`src/logic/fmev_pkg.sv`:
```
package fmev_pkg;
    // ****************************************************************
    // Register map (byte addresses)
    // ****************************************************************
    localparam logic [7:0] ADDR_PARAM = 8'h00;   // Parameter word at current index
    localparam logic [7:0] ADDR_INDEX = 8'h04;   // Command word index
    localparam logic [7:0] ADDR_STATUS = 8'h08;  // Flash status register
    localparam logic [7:0] ADDR_MODE = 8'h0c;    // Operating mode control
    localparam logic [7:0] ADDR_MARGIN = 8'h10;  // Applied margin levels (read only)
    localparam logic [7:0] ADDR_RDERR = 8'h14;   // Not decoded by the sequencer; reads return zero

    // ****************************************************************
    // Status and mode field positions
    // ****************************************************************
    localparam int ST_VERIFY_UNCORR = 0;
    localparam int ST_VERIFY_ERR = 1;
    localparam int ST_PROT_VIOL = 4;
    localparam int ST_ACCESS_ERR = 5;
    localparam int ST_COMPLETE = 7;
    localparam int MODE_SPECIAL = 0;

    // ****************************************************************
    // Command codes, block selectors, margin encodings
    // ****************************************************************
    localparam logic [7:0] CMD_USER_MARGIN = 8'h0d;
    localparam logic [7:0] CMD_FIELD_MARGIN = 8'h0e;
    localparam logic [7:0] CMD_ERASE_VERIFY = 8'h10;
    localparam logic [1:0] BLK_DFLASH = 2'h0;
    localparam logic [1:0] BLK_PFLASH = 2'h1;
    localparam logic [2:0] IDX_MARGIN = 3'h1;
    localparam logic [2:0] IDX_VERIFY = 3'h2;
    localparam logic [15:0] LVL_NORMAL = 16'h0000;
    localparam logic [15:0] LVL_USER_M1 = 16'h0001;
    localparam logic [15:0] LVL_USER_M0 = 16'h0002;
    localparam logic [15:0] LVL_FIELD_M1 = 16'h0003;
    localparam logic [15:0] LVL_FIELD_M0 = 16'h0004;

    // ****************************************************************
    // Data flash geometry and reset values
    // ****************************************************************
    localparam logic [15:0] DF_BASE = 16'h4400;
    localparam logic [16:0] DF_END = 17'h0_5400;   // One past last byte
    localparam logic [31:0] STATUS_RESET = 32'h0000_0080;
    localparam int VERIFY_WORD_CYCLES = 1;

    typedef enum logic [1:0] {FMEV_IDLE, FMEV_CHECK, FMEV_VERIFY, FMEV_DONE} fmev_state_t;
endpackage

```
`src/logic/fmev_sequencer.sv`:
```
// Added by the designer: register access over APB and the address map.
`timescale 1ns/10ps
// Notes on behaviour
// - Margin commands raise access error unless word index is 001 at launch.
// - Command not permitted in current mode raises access error.
// - Margin commands raise access error for an invalid block selector.
// - Margin commands raise access error for an invalid level setting.
// - Field margin command 0x0E only allowed in special mode.
// - Word 000 holds code and block selector; word 001 holds level.
// - Valid field margin launch applies the level, then sets complete.
// - Data flash level affects data reads; program level affects both.
// - Levels 0 normal, 1 user-1, 2 user-0, 3 field-1, 4 field-0.
// - Margin-1 shifts toward erased, margin-0 toward programmed.
// - Erase verify 0x10 uses block from 000, address 001, count 010.
// - Valid erase verify checks each section word, then sets complete.
// - Erase verify raises access error unless word index is 010.
// - Erase verify raises access error if address is outside data flash.
// - Erase verify raises access error for an odd start address.
// - Erase verify raises access error if section runs past flash end.
// - Verify sets error flags on read faults; never protection flag.
// - User margin 0x0D applies the level, then sets complete.
// - User margin accepts only levels 0, 1 and 2.
module fmev_sequencer (
    input wire logic pclk,
    input wire logic presetn,
    input wire logic psel,
    input wire logic penable,
    input wire logic pwrite,
    input wire logic [7:0] paddr,
    input wire logic [31:0] pwdata,
    output logic [31:0] prdata,
    output logic pready,
    output logic pslverr,
    output logic [15:0] df_read_addr,
    input wire logic df_read_err,
    input wire logic df_read_uncorr,
    output logic [2:0] pf_read_margin,
    output logic [2:0] df_read_margin,
    output logic command_busy
);

    // ****************************************************************
    // Storage
    // ****************************************************************
    logic [15:0] command_parameter_words_ff [0:2];
    logic [2:0] command_word_index_ff;
    logic command_complete_flag_ff;
    logic access_error_flag_ff;
    logic protection_violation_flag_ff;
    logic verify_error_flag_ff;
    logic verify_uncorrectable_flag_ff;
    logic special_mode_ff;
    logic [2:0] pf_margin_ff;
    logic [2:0] df_margin_ff;
    logic [15:0] addr_ff;
    logic [15:0] count_ff;
    logic [31:0] prdata_ff;
    fmev_pkg::fmev_state_t state_ff;
    fmev_pkg::fmev_state_t nxt_state;

    logic wr_en;
    logic rd_en;
    logic launch;
    logic chk_err;
    logic [7:0] cmd_code;
    logic [1:0] blk_sel;
    logic [15:0] level;
    logic [17:0] sec_end;

    // Decode a level setting into the 3-bit read threshold code
    function automatic logic [2:0] fmev_level_code(input logic [15:0] lvl);
        fmev_level_code = lvl[2:0];
    endfunction

    // Valid block selector check
    function automatic logic fmev_blk_ok(input logic [1:0] b);
        fmev_blk_ok = (b == fmev_pkg::BLK_DFLASH) || (b == fmev_pkg::BLK_PFLASH);
    endfunction

    // ****************************************************************
    // APB access
    // ****************************************************************
    assign wr_en = psel && penable && pwrite;
    assign rd_en = psel && !penable && !pwrite;
    assign pready = 1'b1;
    assign pslverr = 1'b0;
    assign prdata = prdata_ff;
    assign command_busy = !command_complete_flag_ff;
    assign pf_read_margin = pf_margin_ff;
    assign df_read_margin = df_margin_ff;
    assign df_read_addr = addr_ff;

    // Launch when software writes one to the complete flag bit while idle
    assign launch = wr_en && (paddr == fmev_pkg::ADDR_STATUS) && pwdata[fmev_pkg::ST_COMPLETE]
                    && command_complete_flag_ff;

    // Parameter word fields
    assign cmd_code = command_parameter_words_ff[0][15:8];
    assign blk_sel = command_parameter_words_ff[0][1:0];
    assign level = command_parameter_words_ff[1];
    // One spare bit so a huge word count cannot wrap past the end check
    assign sec_end = {2'b00, command_parameter_words_ff[1]} + {1'b0, command_parameter_words_ff[2], 1'b0};

    // Launch checks
    always_comb begin
        chk_err = 1'b0;
        case (cmd_code)
            fmev_pkg::CMD_USER_MARGIN, fmev_pkg::CMD_FIELD_MARGIN: begin
                if (command_word_index_ff != fmev_pkg::IDX_MARGIN) chk_err = 1'b1;
                if (!fmev_blk_ok(blk_sel)) chk_err = 1'b1;
                if (cmd_code == fmev_pkg::CMD_USER_MARGIN && level > fmev_pkg::LVL_USER_M0) begin
                    chk_err = 1'b1;
                end
                if (cmd_code == fmev_pkg::CMD_FIELD_MARGIN && level > fmev_pkg::LVL_FIELD_M0) begin
                    chk_err = 1'b1;
                end
                if (cmd_code == fmev_pkg::CMD_FIELD_MARGIN && !special_mode_ff) chk_err = 1'b1;
            end
            fmev_pkg::CMD_ERASE_VERIFY: begin
                if (command_word_index_ff != fmev_pkg::IDX_VERIFY) chk_err = 1'b1;
                if (blk_sel != fmev_pkg::BLK_DFLASH || level < fmev_pkg::DF_BASE
                    || {1'b0, level} >= fmev_pkg::DF_END) chk_err = 1'b1;
                if (level[0]) chk_err = 1'b1;
                if (sec_end > {1'b0, fmev_pkg::DF_END}) chk_err = 1'b1;
            end
            default: begin
                chk_err = 1'b1;
            end
        endcase
    end

    // Sequencer next state
    always_comb begin
        nxt_state = state_ff;
        case (state_ff)
            fmev_pkg::FMEV_IDLE: begin
                if (launch) nxt_state = fmev_pkg::FMEV_CHECK;
            end
            fmev_pkg::FMEV_CHECK: begin
                if (chk_err) nxt_state = fmev_pkg::FMEV_DONE;
                else if (cmd_code == fmev_pkg::CMD_ERASE_VERIFY && count_ff != 16'h0000) begin
                    nxt_state = fmev_pkg::FMEV_VERIFY;
                end else nxt_state = fmev_pkg::FMEV_DONE;
            end
            fmev_pkg::FMEV_VERIFY: begin
                if (count_ff == 16'h0001) nxt_state = fmev_pkg::FMEV_DONE;
            end
            fmev_pkg::FMEV_DONE: begin
                nxt_state = fmev_pkg::FMEV_IDLE;
            end
            default: begin
                nxt_state = fmev_pkg::FMEV_IDLE;
            end
        endcase
    end

    // State register
    always_ff @(posedge pclk or negedge presetn) begin
        if (!presetn) state_ff <= fmev_pkg::FMEV_IDLE;
        else state_ff <= nxt_state;
    end

    // Parameter words written at the current index, index register
    always_ff @(posedge pclk or negedge presetn) begin
        if (!presetn) begin
            command_parameter_words_ff[0] <= 16'h0000;
            command_parameter_words_ff[1] <= 16'h0000;
            command_parameter_words_ff[2] <= 16'h0000;
            command_word_index_ff <= 3'h0;
        end else if (command_complete_flag_ff && wr_en) begin
            if (paddr == fmev_pkg::ADDR_INDEX) command_word_index_ff <= pwdata[2:0];
            if (paddr == fmev_pkg::ADDR_PARAM && command_word_index_ff <= 3'h2) begin
                command_parameter_words_ff[command_word_index_ff[1:0]] <= pwdata[15:0];
            end
        end
    end

    // Mode control
    always_ff @(posedge pclk or negedge presetn) begin
        if (!presetn) special_mode_ff <= 1'b0;
        else if (wr_en && paddr == fmev_pkg::ADDR_MODE) special_mode_ff <= pwdata[fmev_pkg::MODE_SPECIAL];
    end

    // Complete flag: cleared by launch, set when sequence ends
    always_ff @(posedge pclk or negedge presetn) begin
        if (!presetn) command_complete_flag_ff <= 1'b1;
        else if (state_ff == fmev_pkg::FMEV_DONE) command_complete_flag_ff <= 1'b1;
        else if (launch) command_complete_flag_ff <= 1'b0;
    end

    // Access error: set on failed check, cleared by writing one; set wins
    always_ff @(posedge pclk or negedge presetn) begin
        if (!presetn) access_error_flag_ff <= 1'b0;
        else if (state_ff == fmev_pkg::FMEV_CHECK && chk_err) access_error_flag_ff <= 1'b1;
        else if (launch) access_error_flag_ff <= 1'b0;
        else if (wr_en && paddr == fmev_pkg::ADDR_STATUS && pwdata[fmev_pkg::ST_ACCESS_ERR]) begin
            access_error_flag_ff <= 1'b0;
        end
    end

    // Protection violation never raised by these commands
    always_ff @(posedge pclk or negedge presetn) begin
        if (!presetn) protection_violation_flag_ff <= 1'b0;
        else if (launch) protection_violation_flag_ff <= 1'b0;
    end

    // Verify status flags, cleared at launch, set on read faults
    always_ff @(posedge pclk or negedge presetn) begin
        if (!presetn) begin
            verify_error_flag_ff <= 1'b0;
            verify_uncorrectable_flag_ff <= 1'b0;
        end else if (launch) begin
            verify_error_flag_ff <= 1'b0;
            verify_uncorrectable_flag_ff <= 1'b0;
        end else if (state_ff == fmev_pkg::FMEV_VERIFY) begin
            if (df_read_err || df_read_uncorr) verify_error_flag_ff <= 1'b1;
            if (df_read_uncorr) verify_uncorrectable_flag_ff <= 1'b1;
        end
    end

    // Section walk: address and remaining word count
    always_ff @(posedge pclk or negedge presetn) begin
        if (!presetn) begin
            addr_ff <= 16'h0000;
            count_ff <= 16'h0000;
        end else if (state_ff == fmev_pkg::FMEV_IDLE && launch) begin
            addr_ff <= command_parameter_words_ff[1];
            count_ff <= command_parameter_words_ff[2];
        end else if (state_ff == fmev_pkg::FMEV_VERIFY) begin
            addr_ff <= addr_ff + 16'h0002;
            count_ff <= count_ff - 16'h0001;
        end
    end

    // Margin levels applied to read paths
    always_ff @(posedge pclk or negedge presetn) begin
        if (!presetn) begin
            pf_margin_ff <= 3'h0;
            df_margin_ff <= 3'h0;
        end else if (state_ff == fmev_pkg::FMEV_CHECK && !chk_err && cmd_code != fmev_pkg::CMD_ERASE_VERIFY) begin
            if (blk_sel == fmev_pkg::BLK_PFLASH) begin
                pf_margin_ff <= fmev_level_code(level);
                df_margin_ff <= fmev_level_code(level);
            end else begin
                df_margin_ff <= fmev_level_code(level);
            end
        end
    end

    // Read data register
    always_ff @(posedge pclk or negedge presetn) begin
        if (!presetn) prdata_ff <= 32'h0000_0000;
        else if (rd_en) begin
            case (paddr)
                fmev_pkg::ADDR_PARAM: prdata_ff <= {16'h0000,
                    command_parameter_words_ff[(command_word_index_ff <= 3'h2) ? command_word_index_ff[1:0] : 2'h0]};
                fmev_pkg::ADDR_INDEX: prdata_ff <= {29'h0, command_word_index_ff};
                fmev_pkg::ADDR_STATUS: prdata_ff <= {24'h0, command_complete_flag_ff, 1'b0, access_error_flag_ff,
                    protection_violation_flag_ff, 2'b00, verify_error_flag_ff, verify_uncorrectable_flag_ff};
                fmev_pkg::ADDR_MODE: prdata_ff <= {31'h0, special_mode_ff};
                fmev_pkg::ADDR_MARGIN: prdata_ff <= {24'h0, 1'b0, df_margin_ff, 1'b0, pf_margin_ff};
                default: prdata_ff <= 32'h0000_0000;
            endcase
        end
    end

endmodule

```
`config.mk`:
```
export PLATFORM = sky130hd
export DESIGN_NAME = fmev_sequencer
export DESIGN_NICKNAME = d
export VERILOG_FILES = /design/src/logic/fmev_pkg.sv /design/src/logic/fmev_sequencer.sv
export SDC_FILE = /design/constraint.sdc
export NUM_CORES = 1
export LEC_CHECK = 0
export ABC_AREA = 1
export BUFFER_PORTS_ARGS = -buffer_cell sky130_fd_sc_hd__buf_2
export CAP_MARGIN = 20
export CORE_MARGIN = 2
export CORE_UTILIZATION = 62
export DETAILED_ROUTE_END_ITERATION = 8
export MAX_ROUTING_LAYER = met4
export PLACE_DENSITY = 0.86
export SYNTH_ARGS = -nofsm -noshare
export SYNTH_HDL_FRONTEND = slang
export SYNTH_SLANG_ARGS = --single-unit
```
`constraint.sdc`:
```
create_clock -name pclk -period 7 [get_ports pclk]
set_input_delay 1.75 -clock pclk [delete_from_list [all_inputs] [get_ports pclk]]
set_output_delay 1.75 -clock pclk [all_outputs]
set_load 0.05 [all_outputs]
```
## Word-level counts from Yosys, hierarchy flattened

Cells that the tools add are included.

- Word-level logic and storage cells: 131
- Register bits after elaboration: 128
- Output and inout port bits: 57

- $lt $le $gt $ge: 9
- Mux-type cells: 38
- Bitwise operators: 2
- $add $sub $neg: 3
- Equality and inequality tests: 17
- Reduce and logical (&&, ||, !) cells: 47

Operators with widths:

| kind | number |
|---|---|
| $mux 16 | 7 |
| $pmux 16 s5 | 1 |
| $bwmux 48 | 1 |
| $bmux 16 s2 | 1 |
| $demux 16 s2 | 1 |
| $eq 8x4->1 const B | 4 |
| $mux 1 | 22 |
| $logic_and 1x1->1 | 20 |
| $add 16x17->18 | 1 |
| $gt 18x15->1 const B | 1 |
| $add 16x2->16 const B | 1 |
| $eq 16x1->1 const B | 1 |
| $eq 8x5->1 const B | 2 |
| $ge 16x15->1 const B | 1 |
| $gt 16x2->1 const B | 1 |
| $gt 16x3->1 const B | 1 |
| $lt 16x15->1 const B | 1 |
| $reduce_bool 16->1 | 1 |
| $sub 16x1->16 const B | 1 |
| $reduce_and 2->1 | 6 |
| $reduce_bool 2->1 | 6 |
| $eq 8x3->1 const B | 1 |
| $logic_not 8->1 | 1 |
| $ne 8x5->1 const B | 1 |
| 17 further kinds | 32 |

## Logic depth before layout (Yosys ltp)

- Word-level depth: 11
- Depth in mapped cells: 18
- Mapped depth without buffers: 18

## Worst setup path after synthesis

Ideal clock, no wire load.

- Path type: input -> register
- Start point: in paddr[1]
- End point: reg addr_ff[1] (netlist: df_read_addr[1])
- Buffers on the path: 1
- Path slack: 3752 ps
- Stages: 10
- Setup time: 158 ps
- Data arrival time: 3090 ps
- Cells stage by stage: or2_1 > nor2_1 > inv_2 > nor3_4 > nand4_4 > nor2_8 > nor2_1 > buf_2 > nand2_1 > o221ai_1

- Longest elaborated chain between the ends: 6
- Elaborated cells on any way between the ends: 7

RTL lines:

| item | line | text |
|---|---|---|
| start: declaration | fmev_sequencer.sv:29 | `input wire logic [7:0] paddr,` |
| $eq 8x4->1 * | fmev_sequencer.sv:94 | `assign launch = wr_en && (paddr == fmev_pkg::ADDR_STATUS) && pwdata[fmev_pkg::ST_COMPLETE]` |
| $logic_and 1x1->1 * (2 in series) | fmev_sequencer.sv:94 |  |
| $logic_and 1x1->1 * | fmev_sequencer.sv:95 | `&& command_complete_flag_ff;` |
| $logic_and 1x1->1 * | fmev_sequencer.sv:226 | `end else if (state_ff == fmev_pkg::FMEV_IDLE && launch) begin` |
| $mux 16 / $reduce_bool 2->1 (equally long branches) | -- |  |
| end signal: assignment | fmev_sequencer.sv:227 | `addr_ff <= command_parameter_words_ff[1];` |
| end signal: assignment | fmev_sequencer.sv:230 | `addr_ff <= addr_ff + 16'h0002;` |
| end: declaration | fmev_sequencer.sv:55 | `logic [15:0] addr_ff;` |

Every way passes the cells marked *; elsewhere a longest branch is shown, timed or not.
A chain may end at the register's enable or synchronous reset.

## Final worst setup path

- Start point: in paddr[1]
- End point: reg addr_ff[10] (netlist: df_read_addr[10])

Same word-level chain as after synthesis.

==> run_results.csv <==
group,metric,value,unit
timing,setup_viol,0,
cells_and_area,diodes,0,
global_routing,grt_util_all_layers,0.308,
clock_tree,cts_sinks,112,
setup_path,worstSetupPathType,"primary input to flop",
clock_tree,cts_tree,"built",
timing,hold_viol,0,
setup_path,critPathArrivalTime,3.93,ns
power,switchingPower,607,uW
power,pwr_density_cell,220,mW/mm^2
setup_path,regToRegStartpoint,"level[1]",
floorplan,num_rows,37,
setup_path,worstPathCellList,"buf_2, or2_1, nor2_1, inv_2, nor3_4, nand4_4, nor2_8, nor2_1, inv_2, o22ai_1, a21oi_1, inv_1",
floorplan,start_util,0.642,
logic_synthesis,yosysSeqAreaShare,0.421,
setup_path,cp.depth,12,
clock_tree,ctsHoldBuffers,0,
floorplan,core_area,0.0104,sq mm
logic_synthesis,yosys-top-cells-count,"219 x nand2_1, 111 x dfrtp_1, 96 x inv_1",
clock_tree,cts_buffers,9,
cells_and_area,drive_gt1_frac,0.118,
setup_path,cp.required,7.28,ns
power,p_int,983,uW
clock_tree,cts_root_buffer,"clkbuf_8",
min_path,worstHoldPathType,"flop to flop",
setup_path,critPathMaxStageDelay,0.28,ns
clock_tree,path_clk_slew,0.11,ns
routing,wl_per_cell,15.9,microns
power,clkPwrFrac,0.227,
setup_path,path_delay_family,"simple AND/OR/NAND/NOR gates",
global_routing,grt_pass1_vias,5419,
global_routing,grt_antenna_before_repair,0,
routing,vias,6108,
timing,worst_pin_slew,0.972,ns
power,leakage,0.00361,uW
clock_tree,cts_resized,0,
routing,via_per_inst,5.78,
setup_path,cp-end-kind,"flop",
logic_synthesis,synth.most_common_cell,"nand2_1",
logic_synthesis,synth_seq_cells,112,
power,p_seq_frac,0.486,
setup_path,crit_path_start_kind,"primary input",
floorplan,die_y,108,microns
logic_synthesis,synthesis.area,0.00666,sq mm
logic_synthesis,synthArstFlopShare,1.00,
cells_and_area,final_util,0.696,
run,cap_viol_max_count,0,
logic_synthesis,ys.flop_type,"dfrtp_1",
logic_synthesis,synth_edf_count,0,
timing,fin_skew,0.0175,ns
setup_path,r2r_slack,4.17,ns
min_path,hold_path_depth,1,
placed_design,portBuffers,69,
power,ir_drop,0.000149,V
floorplan,die_area,0.0116,sq mm
min_path,holdCritStartpoint,"prdata[4]",
setup_path,r2r_end,"state_ff[0]",
timing,tns,0,ns
logic_synthesis,yosys_warnings,0,
setup_path,reg2reg_depth,15,
floorplan,die_w,108,microns
setup_path,crit_buf_inv,4,
floorplan,ios,104,
setup_path,slowest_stage,"nor2_8",
placed_design,dp_hpwl,12500,microns
clock_tree,htree_num_levels,3,
timing,relSlewSlack,0.350,
clock_tree,worstSkewPairLatency,0.38,ns
timing,rsz0062_at_grt,"no",
logic_synthesis,synth_top_cell_by_area,"dfrtp_1",
cells_and_area,synthToLayoutAreaGrowth,8.36,%
min_path,min_to,"prdata[4]",
timing,drv_slew,0,
global_routing,grt_overflow,0,
routing,dr.pass1.iters,5,
logic_synthesis,yosysUniqueCellTypes,49,
timing,fmax,0.274,GHz
timing,hold_ws,0.484,ns
placed_design,gp_congestion,0.942,
outcome,status,"finished, final reports clean",
cells_and_area,final_net_count,987,
timing,fin_crit_sh,0.520,
clock_tree,cts_buffer_depth,2,
clock_tree,post_cts_buffers,0,
routing,drc,0,
power,combPwrFrac,0.288,
timing,fin_crit,3.64,ns
logic_synthesis,netlist_instances,858,
routing,drtAntennaViolNets,0,
power,swShare,0.382,
logic_synthesis,synth_top_cell_area_share,0.417,
routing,wirelength,16800,microns
logic_synthesis,synth.avg_cell_area,7.76,sq um
global_routing,grt_pass1_wl,27100,microns
setup_path,crit_fanout,17,
routing,drt_iter0_markers,549,
global_routing,grt_start_max_net_pins,71,
logic_synthesis,synthTopCellsByArea,"dfrtp_1 42%, nand2_1 12%, o21ai_0 7.0%, inv_1 5.4%, ha_1 4.3%",
final cells by class:
class / instances / area [sq um]
timing repair buffer: 73 / 393
clock buffer: 11 / 141
clock inverter: 5 / 41.3
multi-input combinational: 618 / 3290
fill: 881 / 3150
sequential: 112 / 2800
inverter: 102 / 383
tap: 136 / 170
stage by stage:
step	instances	setup slack (ns)	total power (uW)	area, sq um
2_1_floorplan	874	3.75	1120	6720
3_5_place_dp	1039	2.89	1240	7010
3_3_place_gp	1039	2.98	1220	7010
6_report	1057	3.36	1590	7220
5_1_grt	1057	3.20	1670	7220
4_1_cts	1055	3.28	1590	7190
power groups by stage:
stage                     Sequential (uW)  Combinational, uW  Clock [uW]
after global routing                  782                506         386
after floorplan                       852                268           0
final                                 772                457         360
after detailed placement              783                453           0
after global placement                780                439           0
after CTS                             771                454         360
metal layers:
layer	track usage	part of all wire
met1	0.447	0.44
met2	0.449	0.45
met3	0.0508	0.087
met4	0.0870	0.022
met5	-	0
sequential cells by signal, indices dropped and copies added (netlist names), 3 cells and up:
name                        flops
count_ff                       16
level                          16
command_parameter_words_ff     22
prdata                         16
cmd_code                        8
df_read_addr                   16
command_word_index_ff           3
df_read_margin                  3
pf_read_margin                  3
how the worst max path moves through the flow:
stage	startpoint	endpoint
2_1_floorplan	paddr[1]	df_read_addr[1]
3_3_place_gp	paddr[1]	command_parameter_words_ff[8]
3_5_place_dp	paddr[1]	command_parameter_words_ff[2]
4_1_cts	paddr[1]	command_parameter_words_ff[2]
5_1_grt	paddr[1]	df_read_addr[10]
6_report	paddr[1]	df_read_addr[10]
placed cells by master, fill, tap and decap left out, types with 6 or more instances in the layout:
| master | Yosys | layout |
|---|---|---|
| conb_1 | 2 | 18 |
| nor3_1 | 13 | 13 |
| buf_2 | 7 | 68 |
| o21ai_1 | 6 | 6 |
| xor2_1 | 20 | 20 |
| nand3_1 | 48 | 48 |
| nor2_1 | 55 | 55 |
| o211ai_1 | 17 | 17 |
| dfrtp_1 | 111 | 111 |
| ha_1 | 23 | 23 |
| nand2_1 | 219 | 219 |
| o21ai_0 | 93 | 93 |
| inv_1 | 96 | 96 |
| clkbuf_8 | 0 | 10 |
| a21oi_1 | 32 | 32 |
| o21bai_1 | 6 | 6 |
| o221ai_1 | 8 | 8 |
kinds of logic after synthesis:
logic type,Yosys count,synth area share
buf+inv,144,0.0949
compound gates,186,0.165
fa+ha+maj,24,0.0462
xor+xnor,25,0.0329
mux,1,0.00150
simple gates,364,0.238
flops,112,0.421
other cells,2,0.00113
No activity file was read; power rests on OpenSTA's default activity.
